===== src/tcs_pkg.sv =====
// Shared constants and types for the terminal cursor sequencer
package tcs_pkg;
   // Register byte offsets
   localparam logic [7:0] TCS_CMD_OFS = 8'h00;
   localparam logic [7:0] TCS_CTRL_OFS = 8'h04;
   localparam logic [7:0] TCS_DIV_OFS = 8'h08;
   localparam logic [7:0] TCS_STAT_OFS = 8'h0c;
   localparam logic [7:0] TCS_SAVE_OFS = 8'h10;
   // Command word bit positions
   localparam int TCS_C_ROW_UP = 0;
   localparam int TCS_C_COL_UP = 1;
   localparam int TCS_C_ROW_DN = 2;
   localparam int TCS_C_COL_DN = 3;
   localparam int TCS_C_ROW_LD = 4;
   localparam int TCS_C_COL_LD = 5;
   localparam int TCS_C_SAVE = 6;
   localparam int TCS_C_SCROLL = 7;
   localparam int TCS_C_OP_LD = 8;
   localparam int TCS_C_STEP_LD = 9;
   localparam int TCS_C_BUS_SEL = 10;
   localparam int TCS_C_TX_LD = 11;
   localparam int TCS_C_IDLE = 12;
   localparam int TCS_C_STEP = 13;
   localparam int TCS_C_WRITE = 14;
   localparam int TCS_C_ARG_LSB = 16;
   localparam int TCS_CMD_W = 15;
   // Control register bit positions
   localparam int TCS_K_LOCK = 0;
   localparam int TCS_K_INS = 1;
   localparam int TCS_K_LOCAL = 2;
   localparam int TCS_K_AUX = 3;
   // Bus sources
   localparam logic [2:0] TCS_SRC_INBUF = 3'h0;
   localparam logic [2:0] TCS_SRC_MEM = 3'h1;
   localparam logic [2:0] TCS_SRC_DELIM = 3'h2;
   localparam logic [2:0] TCS_SRC_INSDEL = 3'h3;
   localparam logic [2:0] TCS_SRC_KEY = 3'h4;
   // Geometry and counts
   localparam logic [4:0] TCS_ROW_MAX = 5'h17;
   localparam logic [6:0] TCS_COL_MAX = 7'h4f;
   localparam logic [4:0] TCS_SCROLL_WRAP = 5'h17;
   localparam logic [10:0] TCS_LINE_CHARS = 11'h050;
   localparam logic [6:0] TCS_PRESET_BIAS = 7'h20;
   localparam logic [3:0] TCS_LAST_CODE = 4'hf;
   localparam logic [3:0] TCS_X16 = 4'hf;
   localparam logic [1:0] TCS_STB_LAST = 2'h3;
   // Reset values
   localparam logic [15:0] TCS_MDIV_RST = 16'h0010;
   localparam logic [15:0] TCS_ADIV_RST = 16'h0010;
   localparam logic [3:0] TCS_CTRL_RST = 4'h0;
   typedef enum logic [1:0] {TCS_IDLE = 2'b01, TCS_OPER = 2'b10} tcs_mode_t;
endpackage


===== src/tcs_core.sv =====
// Terminal cursor sequencer core with APB register slave
//
// The address map and the APB interface to the registers are this design's own decisions.
`timescale 1ns/10ps
module tcs_core
   import tcs_pkg::*;
(
   input wire logic pclk,
   input wire logic presetn,
   input wire logic psel,
   input wire logic penable,
   input wire logic pwrite,
   input wire logic [7:0] paddr,
   input wire logic [31:0] pwdata,
   output logic [31:0] prdata,
   output logic pready,
   output logic pslverr,
   input wire logic keypad_full_reset,
   input wire logic [6:0] inbuf_char,
   input wire logic [6:0] mem_char,
   input wire logic [6:0] delim_char,
   input wire logic [6:0] insdel_char,
   input wire logic [6:0] key_char,
   input wire logic tx_taken,
   output logic [6:0] tx_char,
   output logic tx_hold_occupied,
   output logic [6:0] mem_wdata,
   output logic mem_write,
   output logic mem_insert,
   output logic [10:0] display_base,
   output logic [3:0] operation_code_bits,
   output logic op_code_15,
   output logic main_timing_pulse,
   output logic primary_serial_clock_x16,
   output logic aux_serial_clock_x16,
   output logic selected_serial_clock,
   output logic baud_tick
);
   typedef struct packed {
      logic [1:0] stb_cnt;
      logic stb;
      logic [15:0] mcnt;
      logic [15:0] acnt;
      logic [3:0] bcnt;
      logic mx16;
      logic ax16;
      logic sx16;
      logic btick;
      tcs_mode_t mode;
      logic [3:0] op;
      logic [3:0] step;
      logic [4:0] row;
      logic [6:0] col;
      logic [4:0] srow;
      logic [6:0] scol;
      logic [4:0] scroll;
      logic [10:0] base;
      logic [2:0] bsel;
      logic [3:0] ctrl;
      logic [15:0] mdiv;
      logic [15:0] adiv;
      logic pend;
      logic [TCS_CMD_W-1:0] cmd;
      logic [3:0] arg;
      logic hold;
      logic [6:0] txd;
      logic wr;
      logic ins;
      logic [6:0] wdata;
      logic [31:0] rdata;
      logic err;
   } tcs_state_t;

   tcs_state_t st_ff;
   tcs_state_t nxt_st;
   logic [6:0] bus;
   logic [6:0] bias;
   logic acc;
   logic hit;
   logic stall;

   // Keyboard reads as a null while locked out, so nothing reaches the line; memory writes store the null
   // Single bus driver
   always_comb begin
      unique case (st_ff.bsel)
         TCS_SRC_INBUF: bus = inbuf_char;
         TCS_SRC_MEM: bus = mem_char;
         TCS_SRC_DELIM: bus = delim_char;
         TCS_SRC_INSDEL: bus = insdel_char;
         TCS_SRC_KEY: bus = st_ff.ctrl[TCS_K_LOCK] ? 7'h00 : key_char;
         default: bus = 7'h00;
      endcase
   end

   assign bias = bus - TCS_PRESET_BIAS;
   assign acc = psel & penable;
   assign hit = (paddr == TCS_CMD_OFS) || (paddr == TCS_CTRL_OFS) ||
                (paddr == TCS_DIV_OFS) || (paddr == TCS_STAT_OFS) ||
                (paddr == TCS_SAVE_OFS);
   // A new command waits until the previous one has been executed
   assign stall = pwrite & (paddr == TCS_CMD_OFS) & st_ff.pend;

   always_comb begin
      nxt_st = st_ff;
      nxt_st.wr = 1'b0;
      nxt_st.ins = 1'b0;
      nxt_st.btick = 1'b0;
      nxt_st.stb_cnt = st_ff.stb_cnt + 2'h1;
      nxt_st.stb = (st_ff.stb_cnt == TCS_STB_LAST);
      nxt_st.mx16 = 1'b0;
      nxt_st.ax16 = 1'b0;
      nxt_st.mcnt = st_ff.mcnt + 16'h0001;
      if (st_ff.mcnt >= st_ff.mdiv - 16'h0001) begin
         nxt_st.mcnt = 16'h0000;
         nxt_st.mx16 = 1'b1;
      end
      nxt_st.acnt = st_ff.acnt + 16'h0001;
      if (st_ff.acnt >= st_ff.adiv - 16'h0001) begin
         nxt_st.acnt = 16'h0000;
         nxt_st.ax16 = 1'b1;
      end
      nxt_st.sx16 = st_ff.ctrl[TCS_K_AUX] ? nxt_st.ax16 : nxt_st.mx16;
      if (nxt_st.sx16) begin
         nxt_st.bcnt = st_ff.bcnt + 4'h1;
         nxt_st.btick = (st_ff.bcnt == TCS_X16);
      end
      if (tx_taken) begin
         nxt_st.hold = 1'b0;
      end
      // Commands execute on the main pulse only
      if (st_ff.stb && st_ff.pend) begin
         nxt_st.pend = 1'b0;
         if (st_ff.cmd[TCS_C_ROW_UP]) begin
            nxt_st.row = (st_ff.row == TCS_ROW_MAX) ? 5'h00 : st_ff.row + 5'h01;
         end else if (st_ff.cmd[TCS_C_ROW_DN]) begin
            nxt_st.row = (st_ff.row == 5'h00) ? TCS_ROW_MAX : st_ff.row - 5'h01;
         end else if (st_ff.cmd[TCS_C_ROW_LD]) begin
            nxt_st.row = (bias[4:0] > TCS_ROW_MAX || bias > 7'h1f) ?
                         TCS_ROW_MAX : bias[4:0];
         end
         if (st_ff.cmd[TCS_C_COL_UP]) begin
            nxt_st.col = (st_ff.col == TCS_COL_MAX) ? 7'h00 : st_ff.col + 7'h01;
         end else if (st_ff.cmd[TCS_C_COL_DN]) begin
            nxt_st.col = (st_ff.col == 7'h00) ? TCS_COL_MAX : st_ff.col - 7'h01;
         end else if (st_ff.cmd[TCS_C_COL_LD]) begin
            nxt_st.col = (bias > TCS_COL_MAX) ? TCS_COL_MAX : bias;
         end
         if (st_ff.cmd[TCS_C_SAVE]) begin
            nxt_st.srow = st_ff.row;
            nxt_st.scol = st_ff.col;
         end
         if (st_ff.cmd[TCS_C_SCROLL]) begin
            nxt_st.scroll = (st_ff.scroll + 5'h01 == TCS_SCROLL_WRAP) ? 5'h00 :
                            st_ff.scroll + 5'h01;
            // One line of 80 characters per step
            nxt_st.base = (st_ff.scroll + 5'h01 == TCS_SCROLL_WRAP) ? 11'h000 :
                          st_ff.base + TCS_LINE_CHARS;
         end
         if (st_ff.cmd[TCS_C_STEP]) begin
            nxt_st.step = (st_ff.step == TCS_LAST_CODE - 4'h1) ? 4'h0 :
                          st_ff.step + 4'h1;
         end
         if (st_ff.cmd[TCS_C_STEP_LD] && st_ff.arg != TCS_LAST_CODE) begin
            nxt_st.step = st_ff.arg;
         end
         if (st_ff.cmd[TCS_C_OP_LD] && st_ff.arg != TCS_LAST_CODE) begin
            nxt_st.op = st_ff.arg;
            nxt_st.mode = TCS_OPER;
         end else if (st_ff.cmd[TCS_C_IDLE]) begin
            nxt_st.mode = TCS_IDLE;
         end
         if (st_ff.cmd[TCS_C_BUS_SEL]) begin
            nxt_st.bsel = st_ff.arg[2:0];
         end
         // Null filter; local-only blocks the line
         if (st_ff.cmd[TCS_C_TX_LD] && bus != 7'h00 && !st_ff.ctrl[TCS_K_LOCAL]) begin
            nxt_st.hold = 1'b1;
            nxt_st.txd = bus;
         end
         if (st_ff.cmd[TCS_C_WRITE]) begin
            nxt_st.wr = !st_ff.ctrl[TCS_K_INS];
            nxt_st.ins = st_ff.ctrl[TCS_K_INS];
            nxt_st.wdata = bus;
         end
      end
      // APB: read data captured in setup, writes take effect at the access edge
      if (psel && !penable) begin
         nxt_st.err = !hit;
         unique case (paddr)
            TCS_CTRL_OFS: nxt_st.rdata = {28'h0000000, st_ff.ctrl};
            TCS_DIV_OFS: nxt_st.rdata = {st_ff.adiv, st_ff.mdiv};
            TCS_STAT_OFS: nxt_st.rdata = {4'h0, st_ff.pend, st_ff.hold,
                                         st_ff.mode, st_ff.step, st_ff.op,
                                         1'b0, st_ff.col, 3'h0, st_ff.row};
            TCS_SAVE_OFS: nxt_st.rdata = {11'h000, st_ff.scroll, 1'b0,
                                         st_ff.scol, 3'h0, st_ff.srow};
            default: nxt_st.rdata = 32'h00000000;
         endcase
      end
      if (acc && pwrite && !stall) begin
         unique case (paddr)
            TCS_CMD_OFS: begin
               nxt_st.cmd = pwdata[TCS_CMD_W-1:0];
               nxt_st.arg = pwdata[TCS_C_ARG_LSB+3:TCS_C_ARG_LSB];
               nxt_st.pend = |pwdata[TCS_CMD_W-1:0];
            end
            TCS_CTRL_OFS: nxt_st.ctrl = pwdata[3:0];
            TCS_DIV_OFS: begin
               nxt_st.mdiv = (pwdata[15:0] == 16'h0000) ? 16'h0001 : pwdata[15:0];
               nxt_st.adiv = (pwdata[31:16] == 16'h0000) ? 16'h0001 : pwdata[31:16];
            end
            default: ;
         endcase
      end
      // Keypad full reset clears the terminal functions except the clock divisors
      if (keypad_full_reset) begin
         nxt_st.mode = TCS_IDLE;
         nxt_st.op = 4'h0;
         nxt_st.step = 4'h0;
         nxt_st.row = 5'h00;
         nxt_st.col = 7'h00;
         nxt_st.srow = 5'h00;
         nxt_st.scol = 7'h00;
         nxt_st.scroll = 5'h00;
         nxt_st.base = 11'h000;
         nxt_st.bsel = TCS_SRC_INBUF;
         nxt_st.ctrl = TCS_CTRL_RST;
         nxt_st.pend = 1'b0;
         nxt_st.hold = 1'b0;
         nxt_st.wr = 1'b0;
         nxt_st.ins = 1'b0;
      end
   end

   always_ff @(posedge pclk or negedge presetn) begin
      if (!presetn) begin
         st_ff <= '0;
         st_ff.mode <= TCS_IDLE;
         st_ff.mdiv <= TCS_MDIV_RST;
         st_ff.adiv <= TCS_ADIV_RST;
         st_ff.ctrl <= TCS_CTRL_RST;
      end else begin
         st_ff <= nxt_st;
      end
   end

   assign prdata = st_ff.rdata;
   assign pready = !stall;
   assign pslverr = st_ff.err & acc;
   assign tx_char = st_ff.txd;
   assign tx_hold_occupied = st_ff.hold;
   assign mem_wdata = st_ff.wdata;
   assign mem_write = st_ff.wr;
   assign mem_insert = st_ff.ins;
   assign display_base = st_ff.base;
   // Binary weights 1, 2, 4, 8 on lines 1 to 4
   assign operation_code_bits = st_ff.op;
   // All lines high is operation 15
   assign op_code_15 = &st_ff.op;
   assign main_timing_pulse = st_ff.stb;
   assign primary_serial_clock_x16 = st_ff.mx16;
   assign aux_serial_clock_x16 = st_ff.ax16;
   assign selected_serial_clock = st_ff.sx16;
   assign baud_tick = st_ff.btick;

   chk_base_scroll: assert property (@(posedge pclk) disable iff (!presetn)
      st_ff.base == 11'(st_ff.scroll) * TCS_LINE_CHARS)
      else $error("display base does not track scroll");
   chk_scroll_wrap: assert property (@(posedge pclk) disable iff (!presetn)
      st_ff.scroll < TCS_SCROLL_WRAP)
      else $error("scroll counter reached 23");
   chk_row_range: assert property (@(posedge pclk) disable iff (!presetn)
      st_ff.row <= TCS_ROW_MAX)
      else $error("cursor row out of range");
   chk_col_range: assert property (@(posedge pclk) disable iff (!presetn)
      st_ff.col <= TCS_COL_MAX)
      else $error("cursor column out of range");
   chk_row_up: assert property (@(posedge pclk) disable iff (!presetn)
      st_ff.stb && st_ff.pend && st_ff.cmd[TCS_C_ROW_UP] && !keypad_full_reset &&
      st_ff.row < TCS_ROW_MAX |=> st_ff.row == $past(st_ff.row) + 5'h01)
      else $error("row did not count up");
   chk_col_up: assert property (@(posedge pclk) disable iff (!presetn)
      st_ff.stb && st_ff.pend && st_ff.cmd[TCS_C_COL_UP] && !keypad_full_reset &&
      st_ff.col < TCS_COL_MAX |=> st_ff.col == $past(st_ff.col) + 7'h01)
      else $error("column did not count up");
   chk_null_block: assert property (@(posedge pclk) disable iff (!presetn)
      $rose(st_ff.hold) |-> st_ff.txd != 7'h00)
      else $error("null character loaded for transmit");
   chk_local_only: assert property (@(posedge pclk) disable iff (!presetn)
      st_ff.ctrl[TCS_K_LOCAL] && !st_ff.hold |=> !$rose(st_ff.hold))
      else $error("local-only character sent");
   chk_write_strobe: assert property (@(posedge pclk) disable iff (!presetn)
      (mem_write || mem_insert) |-> $past(st_ff.stb))
      else $error("memory write not timed to main pulse");
   chk_idle_reset: assert property (@(posedge pclk) disable iff (!presetn)
      keypad_full_reset |=> st_ff.mode == TCS_IDLE && st_ff.row == 5'h00 &&
      st_ff.col == 7'h00 && st_ff.scroll == 5'h00 && st_ff.op == 4'h0)
      else $error("full reset left state behind");
   chk_op_all_high: assert property (@(posedge pclk) disable iff (!presetn)
      op_code_15 == (st_ff.op == TCS_LAST_CODE))
      else $error("operation 15 decode wrong");
   chk_op_preset: assert property (@(posedge pclk) disable iff (!presetn)
      st_ff.stb && st_ff.pend && st_ff.cmd[TCS_C_OP_LD] && st_ff.arg != TCS_LAST_CODE &&
      !keypad_full_reset |=> st_ff.op == $past(st_ff.arg) && st_ff.mode == TCS_OPER)
      else $error("operation preset not taken");
   chk_step_preset: assert property (@(posedge pclk) disable iff (!presetn)
      st_ff.stb && st_ff.pend && st_ff.cmd[TCS_C_STEP_LD] && st_ff.arg != TCS_LAST_CODE &&
      !keypad_full_reset |=> st_ff.step == $past(st_ff.arg))
      else $error("step preset not taken");
   chk_step_range: assert property (@(posedge pclk) disable iff (!presetn)
      st_ff.step != TCS_LAST_CODE)
      else $error("sequence step out of range");
   chk_row_preset: assert property (@(posedge pclk) disable iff (!presetn)
      st_ff.stb && st_ff.pend && st_ff.cmd[TCS_C_ROW_LD] && !st_ff.cmd[TCS_C_ROW_UP] &&
      !st_ff.cmd[TCS_C_ROW_DN] && !keypad_full_reset && bias <= {2'b00, TCS_ROW_MAX}
      |=> {2'b00, st_ff.row} == $past(bias))
      else $error("row preset did not take the bus");
   chk_col_preset: assert property (@(posedge pclk) disable iff (!presetn)
      st_ff.stb && st_ff.pend && st_ff.cmd[TCS_C_COL_LD] && !st_ff.cmd[TCS_C_COL_UP] &&
      !st_ff.cmd[TCS_C_COL_DN] && !keypad_full_reset && bias <= TCS_COL_MAX
      |=> st_ff.col == $past(bias))
      else $error("column preset did not take the bus");
   chk_save_copy: assert property (@(posedge pclk) disable iff (!presetn)
      st_ff.stb && st_ff.pend && st_ff.cmd[TCS_C_SAVE] && !keypad_full_reset
      |=> st_ff.srow == $past(st_ff.row) && st_ff.scol == $past(st_ff.col))
      else $error("saved cursor not copied");
   chk_hold_clear: assert property (@(posedge pclk) disable iff (!presetn)
      st_ff.hold && tx_taken && !(st_ff.stb && st_ff.pend && st_ff.cmd[TCS_C_TX_LD])
      |=> !tx_hold_occupied)
      else $error("holding flag stayed after take");
   chk_insert_sel: assert property (@(posedge pclk) disable iff (!presetn)
      st_ff.stb && st_ff.pend && st_ff.cmd[TCS_C_WRITE] && !keypad_full_reset
      |=> mem_insert == $past(st_ff.ctrl[TCS_K_INS]) && mem_write != mem_insert)
      else $error("insert or overwrite chosen wrongly");
   chk_sel_clock: assert property (@(posedge pclk) disable iff (!presetn)
      selected_serial_clock |-> primary_serial_clock_x16 || aux_serial_clock_x16)
      else $error("selected clock from neither port");
   chk_baud_tick: assert property (@(posedge pclk) disable iff (!presetn)
      baud_tick |-> selected_serial_clock)
      else $error("baud tick off the selected clock");
endmodule // tcs_core


===== config.mk =====
export PLATFORM = sky130hd
export DESIGN_NAME = tcs_core
export DESIGN_NICKNAME = d
export VERILOG_FILES = /design/src/tcs_pkg.sv /design/src/tcs_core.sv
export SDC_FILE = /design/constraint.sdc
export NUM_CORES = 1
export LEC_CHECK = 0
export BUFFER_PORTS_ARGS = -buffer_cell sky130_fd_sc_hd__buf_2
export CORE_MARGIN = 3
export CORE_UTILIZATION = 50
export DETAILED_ROUTE_END_ITERATION = 8
export PLACE_DENSITY = 0.71
export RECOVER_POWER = 100
export SLEW_MARGIN = 10
export SYNTH_ARGS = -nofsm -noshare
export SYNTH_HDL_FRONTEND = slang
export SYNTH_SLANG_ARGS = --single-unit

===== constraint.sdc =====
create_clock -name pclk -period 6.8 [get_ports pclk]
set_clock_uncertainty 0.1 [all_clocks]
set_input_delay 1.02 -clock pclk [delete_from_list [all_inputs] [get_ports pclk]]
set_output_delay 1.02 -clock pclk [all_outputs]
set_load 0.02 [all_outputs]

==> out/results.txt <==
In this run, CTS created clock tree buffers numbering 17. For the number of nets in the finished design, the log shows 1390. In the synthesized netlist the async set-or-reset flop fraction comes to 100.0%. Global routing used 23.47% of the available tracks across all layers. Once the clock tree was built, the resizer swapped 0 gates to a different size. Among all stages on the critical path, the largest delay is contributed by sky130_fd_sc_hd__clkbuf_1.

Counting both buffers and inverters, the worst setup path holds a total of 2. The routed design has 29240 microns of wire. The final reports fail on max-capacitance violations, max-slew violations. The total number of clock tree sinks is 198. The worst path needs 4.625 ns of the cycle, external delays included. After synthesis, flip-flops and latches occupy 43.31% of the total area.

For this design the static power due to leakage is 5.529 nW. The required arrival time at the worst endpoint was 6.41 ns; the initial antenna violation count was 1. The category of the worst setup path capture point was an async pin.

The min-delay analysis places its worst path in the category flop to flop. The pin count of the biggest net entering global routing came out at 77. The critical path starts at presetn. In this run the power density over the cells is 210.5 mW/mm^2. The row count was 54; the number of hold buffers added after cts was 0. The pre-antenna-repair detailed-routing pass consisted of 5 iterations. The largest fanout on the critical path was 76.

The run gives 0 as the number of antenna diodes. Setup total negative slack on the finished layout was measured at 0 ns. In the final routed layout, each cell accounts on average for 18.84 microns.

The cell at the root of the clock tree is sky130_fd_sc_hd__clkbuf_16. The run finished, with violations left. At the worst endpoint, the arrival time is 4.23 ns. The run gives 0 as the number of routed nets with antenna violations. Before CTS, the worst setup slack after placement is 3.117 ns. The post-synthesis area per instance works out to 9.533 sq um. The cell internal power dissipation is 1.835 mW, and the horizontal die dimension is 157.3 microns. Library cell with the largest summed area after synthesis: sky130_fd_sc_hd__dfrtp_1. For this run, design rule violations remaining after detail routing come to 0.

For the pin with the worst max-slew slack, the measured transition is 3.672 ns. The tools report the mapped cell area as 0.01145 sq mm. The synthesized flop and latch total works out to 198.

Dividing the final minimum period by the clock period gives 68.02%. For this run, the slowest stage of the critical path takes 2.64 ns. Fill cells in the final layout number 1985. The synthesized netlist contains 74 unique library cells. The H-tree was split into 4 levels. Routability-driven placement finished with a final weighted congestion of 0.9029. Net switching is 29.33% of the power. The I/O pin total was 154. Summed over all nets, the switching power comes to 761.7 uW. The first global-routing pass estimated 46040 microns of wire. The final number of hold-violating endpoints was 0. The element type at the critical path start was an input port. Max-cap violations in this run came to 5. Clock-pin slew was measured on the worst setup and hold paths at 0.07 ns. In this run, synthesis inferred 0 flip-flops with an integrated enable. The number of global-route vias before repair is 8597. For the HPWL reported at the end of detailed placement, the log shows 21350 microns. The terminus of the critical flop-to-flop path is st_ff[164]$_DFFE_PN0P_. The most used flip-flop cell after synthesis is sky130_fd_sc_hd__dfrtp_1.

The maximum root-to-sink buffer count was 2; the warning count from the yosys run was 0. The number of setup buffers added after CTS is 0. The die covers 0.02475 sq mm. The worst-skew pair later-pin latency was 0.43 ns. On the critical path the largest part of the delay comes from buffers and inverters. Across all setup checks in the final design, the least slack found is 2.175 ns. Static timing analysis puts the maximum clock frequency at 216.2 MHz. VDD sags by at most 0.1453 mV.

Summed over all layers, the global routing overflow is 0. The final count of pins violating max slew was 233. The worst register-to-register path begins at st_ff[73]$_DFFE_PN0P_. From synthesis to final layout, the design area changed by 7.726%. The y dimension of the die is 157.3 microns.

Synthesis produced a netlist whose cell count is 1201. TritonCTS built the clock tree. Headroom to the max-slew limit came out at -144.8%.

In this run, the number of DRC markers left after iteration 0 of detailed routing was 738. Yosys attributes the largest share of cell area to sky130_fd_sc_hd__dfrtp_1, sky130_fd_sc_hd__ha_1, sky130_fd_sc_hd__mux2_2, sky130_fd_sc_hd__nand2_1, sky130_fd_sc_hd__buf_4. The number of buffers added on ports came out at 149. The tools report the power share of the sequential group as 48.8%. Final setup violation count: 0. For the internal reg-to-reg setup slack, the log shows 3.08 ns. The total vias in the final route came out at 9178.

Setup repair after global routing left no endpoint under its margin. The post-route netlist has 13.52% of its cells at a drive strength greater than 1. The floorplan core area is 0.02216 sq mm.

Once the floorplan was initialized, standard cells occupied 51.67% of the core. For the portion of total power attributed to combinational logic, the log shows 13.3%. The most critical setup path has its endpoint at st_ff[106]$_DFFE_PN0P_. The depth of the critical timing path with buffers and inverters included is 2, and the number of cells on the worst reg-to-reg path is 13. Walking the worst path, the cells encountered are clkbuf_8 -> clkbuf_1. In this run, the clock network consumes 37.9% of the power. The top cell type's share of synthesized area is 42.62%. The start-to-end type of the worst setup path is input port to async pin. The mean number of vias per cell came out at 5.914.
cell families (layout without fill, tap and decap cells):
kind of cell / after synthesis / after routing / synth area share [%]
and+or+nand+nor: 396 / 396 / 17.07
AOI/OAI and AO/OA: 250 / 250 / 13.55
DFF: 198 / 198 / 43.31
buffers and inverters: 155 / 223 / 7.343
muxes: 93 / 93 / 8.830
xor gates and xnor gates: 59 / 59 / 4.513
adders and majority gates: 49 / 49 / 5.355
other: 1 / 4 / 0.03275
metrics by stage:
stage	instance area [sq um]	hold WS [ns]	utilization [%]	instances	power [mW]
floorplan	11460	0.3006	-	1204	1.517
global placement	11910	0.3127	53.75	1520	1.634
detailed placement	11910	0.3392	53.75	1520	1.645
CTS	12480	0.3500	56.32	1552	2.621
global route	12330	0.3618	55.66	1552	2.722
finish	12330	0.3460	55.66	1552	2.597
placed cells by master (no fill, tap or decap), types with 6 or more instances in the layout:
cell / n
sky130_fd_sc_hd__nor4_1: 17
sky130_fd_sc_hd__nand2_1: 142
sky130_fd_sc_hd__a21o_1: 7
sky130_fd_sc_hd__and2_1: 6
sky130_fd_sc_hd__nor2_1: 84
sky130_fd_sc_hd__xor2_1: 29
sky130_fd_sc_hd__ha_1: 49
sky130_fd_sc_hd__mux2_2: 50
sky130_fd_sc_hd__dfrtp_1: 195
sky130_fd_sc_hd__a21oi_1: 75
sky130_fd_sc_hd__o21a_1: 7
sky130_fd_sc_hd__clkbuf_16: 17
sky130_fd_sc_hd__buf_2: 78
sky130_fd_sc_hd__clkbuf_1: 75
sky130_fd_sc_hd__o31ai_1: 15
sky130_fd_sc_hd__nor3_1: 23
sky130_fd_sc_hd__or3_1: 10
sky130_fd_sc_hd__a22o_1: 10
sky130_fd_sc_hd__inv_1: 36
sky130_fd_sc_hd__and3_1: 20
sky130_fd_sc_hd__xnor2_1: 30
sky130_fd_sc_hd__mux2i_1: 41
sky130_fd_sc_hd__o21ai_0: 76
sky130_fd_sc_hd__a211oi_1: 12
sky130_fd_sc_hd__nor3b_1: 7
sky130_fd_sc_hd__nand4_1: 6
sky130_fd_sc_hd__nand2b_1: 11
sky130_fd_sc_hd__nand3b_1: 8
sky130_fd_sc_hd__nand3_1: 34
per-layer routing:
metal / vias to the layer above / wire (microns) / track usage, %
met4: 0 / 465 / 5.950
met1: 4481 / 13750 / 35.06
met5: - / 0 / 0
met2: 355 / 12690 / 34.96
met3: 35 / 2342 / 4.949
li1: 4307 / - / -
power groups by stage:
stage	clock network (mW)	registers (mW)	logic, mW
floorplan	0	1.29	0.226
global placement	0	1.29	0.344
detailed placement	0	1.29	0.354
CTS	0.997	1.27	0.355
global route	1.05	1.28	0.397
finish	0.983	1.27	0.345
flip-flops by register name (all words and copies together), names as in the netlist:
signal,flops
selected_serial_clock,1
operation_code_bits,4
mem_insert,1
mem_wdata,7
primary_serial_clock_x16,1
tx_char,7
tx_hold_occupied,1
mem_write,1
aux_serial_clock_x16,1
st_ff,133
prdata,32
display_base,7
main_timing_pulse,1
baud_tick,1
synth_stat cells (all sizes together) (18+ instances only):
cell and instances:
inv 36, xnor2 30, nand2 142, buf 71, xor2 29, mux2i 41, nor4 18, mux2 51
o21ai 76, nor3 23, and3 20, clkbuf 48, ha 49, a21oi 75, nor2 84, nand3 34
dfrtp 195
how the worst min path moves through the flow:
stage	slack, ns	endpoint	cells past startpoint	startpoint
floorplan	0.30	st_ff[200]$_DFF_PN0_	1	st_ff[200]$_DFF_PN0_
global placement	0.31	st_ff[200]$_DFF_PN0_	1	st_ff[200]$_DFF_PN0_
detailed placement	0.34	st_ff[200]$_DFF_PN0_	1	st_ff[200]$_DFF_PN0_
CTS	0.35	st_ff[200]$_DFF_PN0_	1	st_ff[200]$_DFF_PN0_
global route	0.36	st_ff[200]$_DFF_PN0_	1	st_ff[200]$_DFF_PN0_
finish	0.35	st_ff[200]$_DFF_PN0_	1	st_ff[200]$_DFF_PN0_
cell type report:
class	count	area, sq um	area share, %
inverter	36	135.1	1.096
timing repair buffer	155	693.2	5.620
tap	280	350.3	2.840
clock inverter	15	143.9	1.167
multi-input combinational	851	5628	45.63
clock buffer	17	425.4	3.449
sequential	198	4959	40.20
Power figures use the tool's default switching activity.
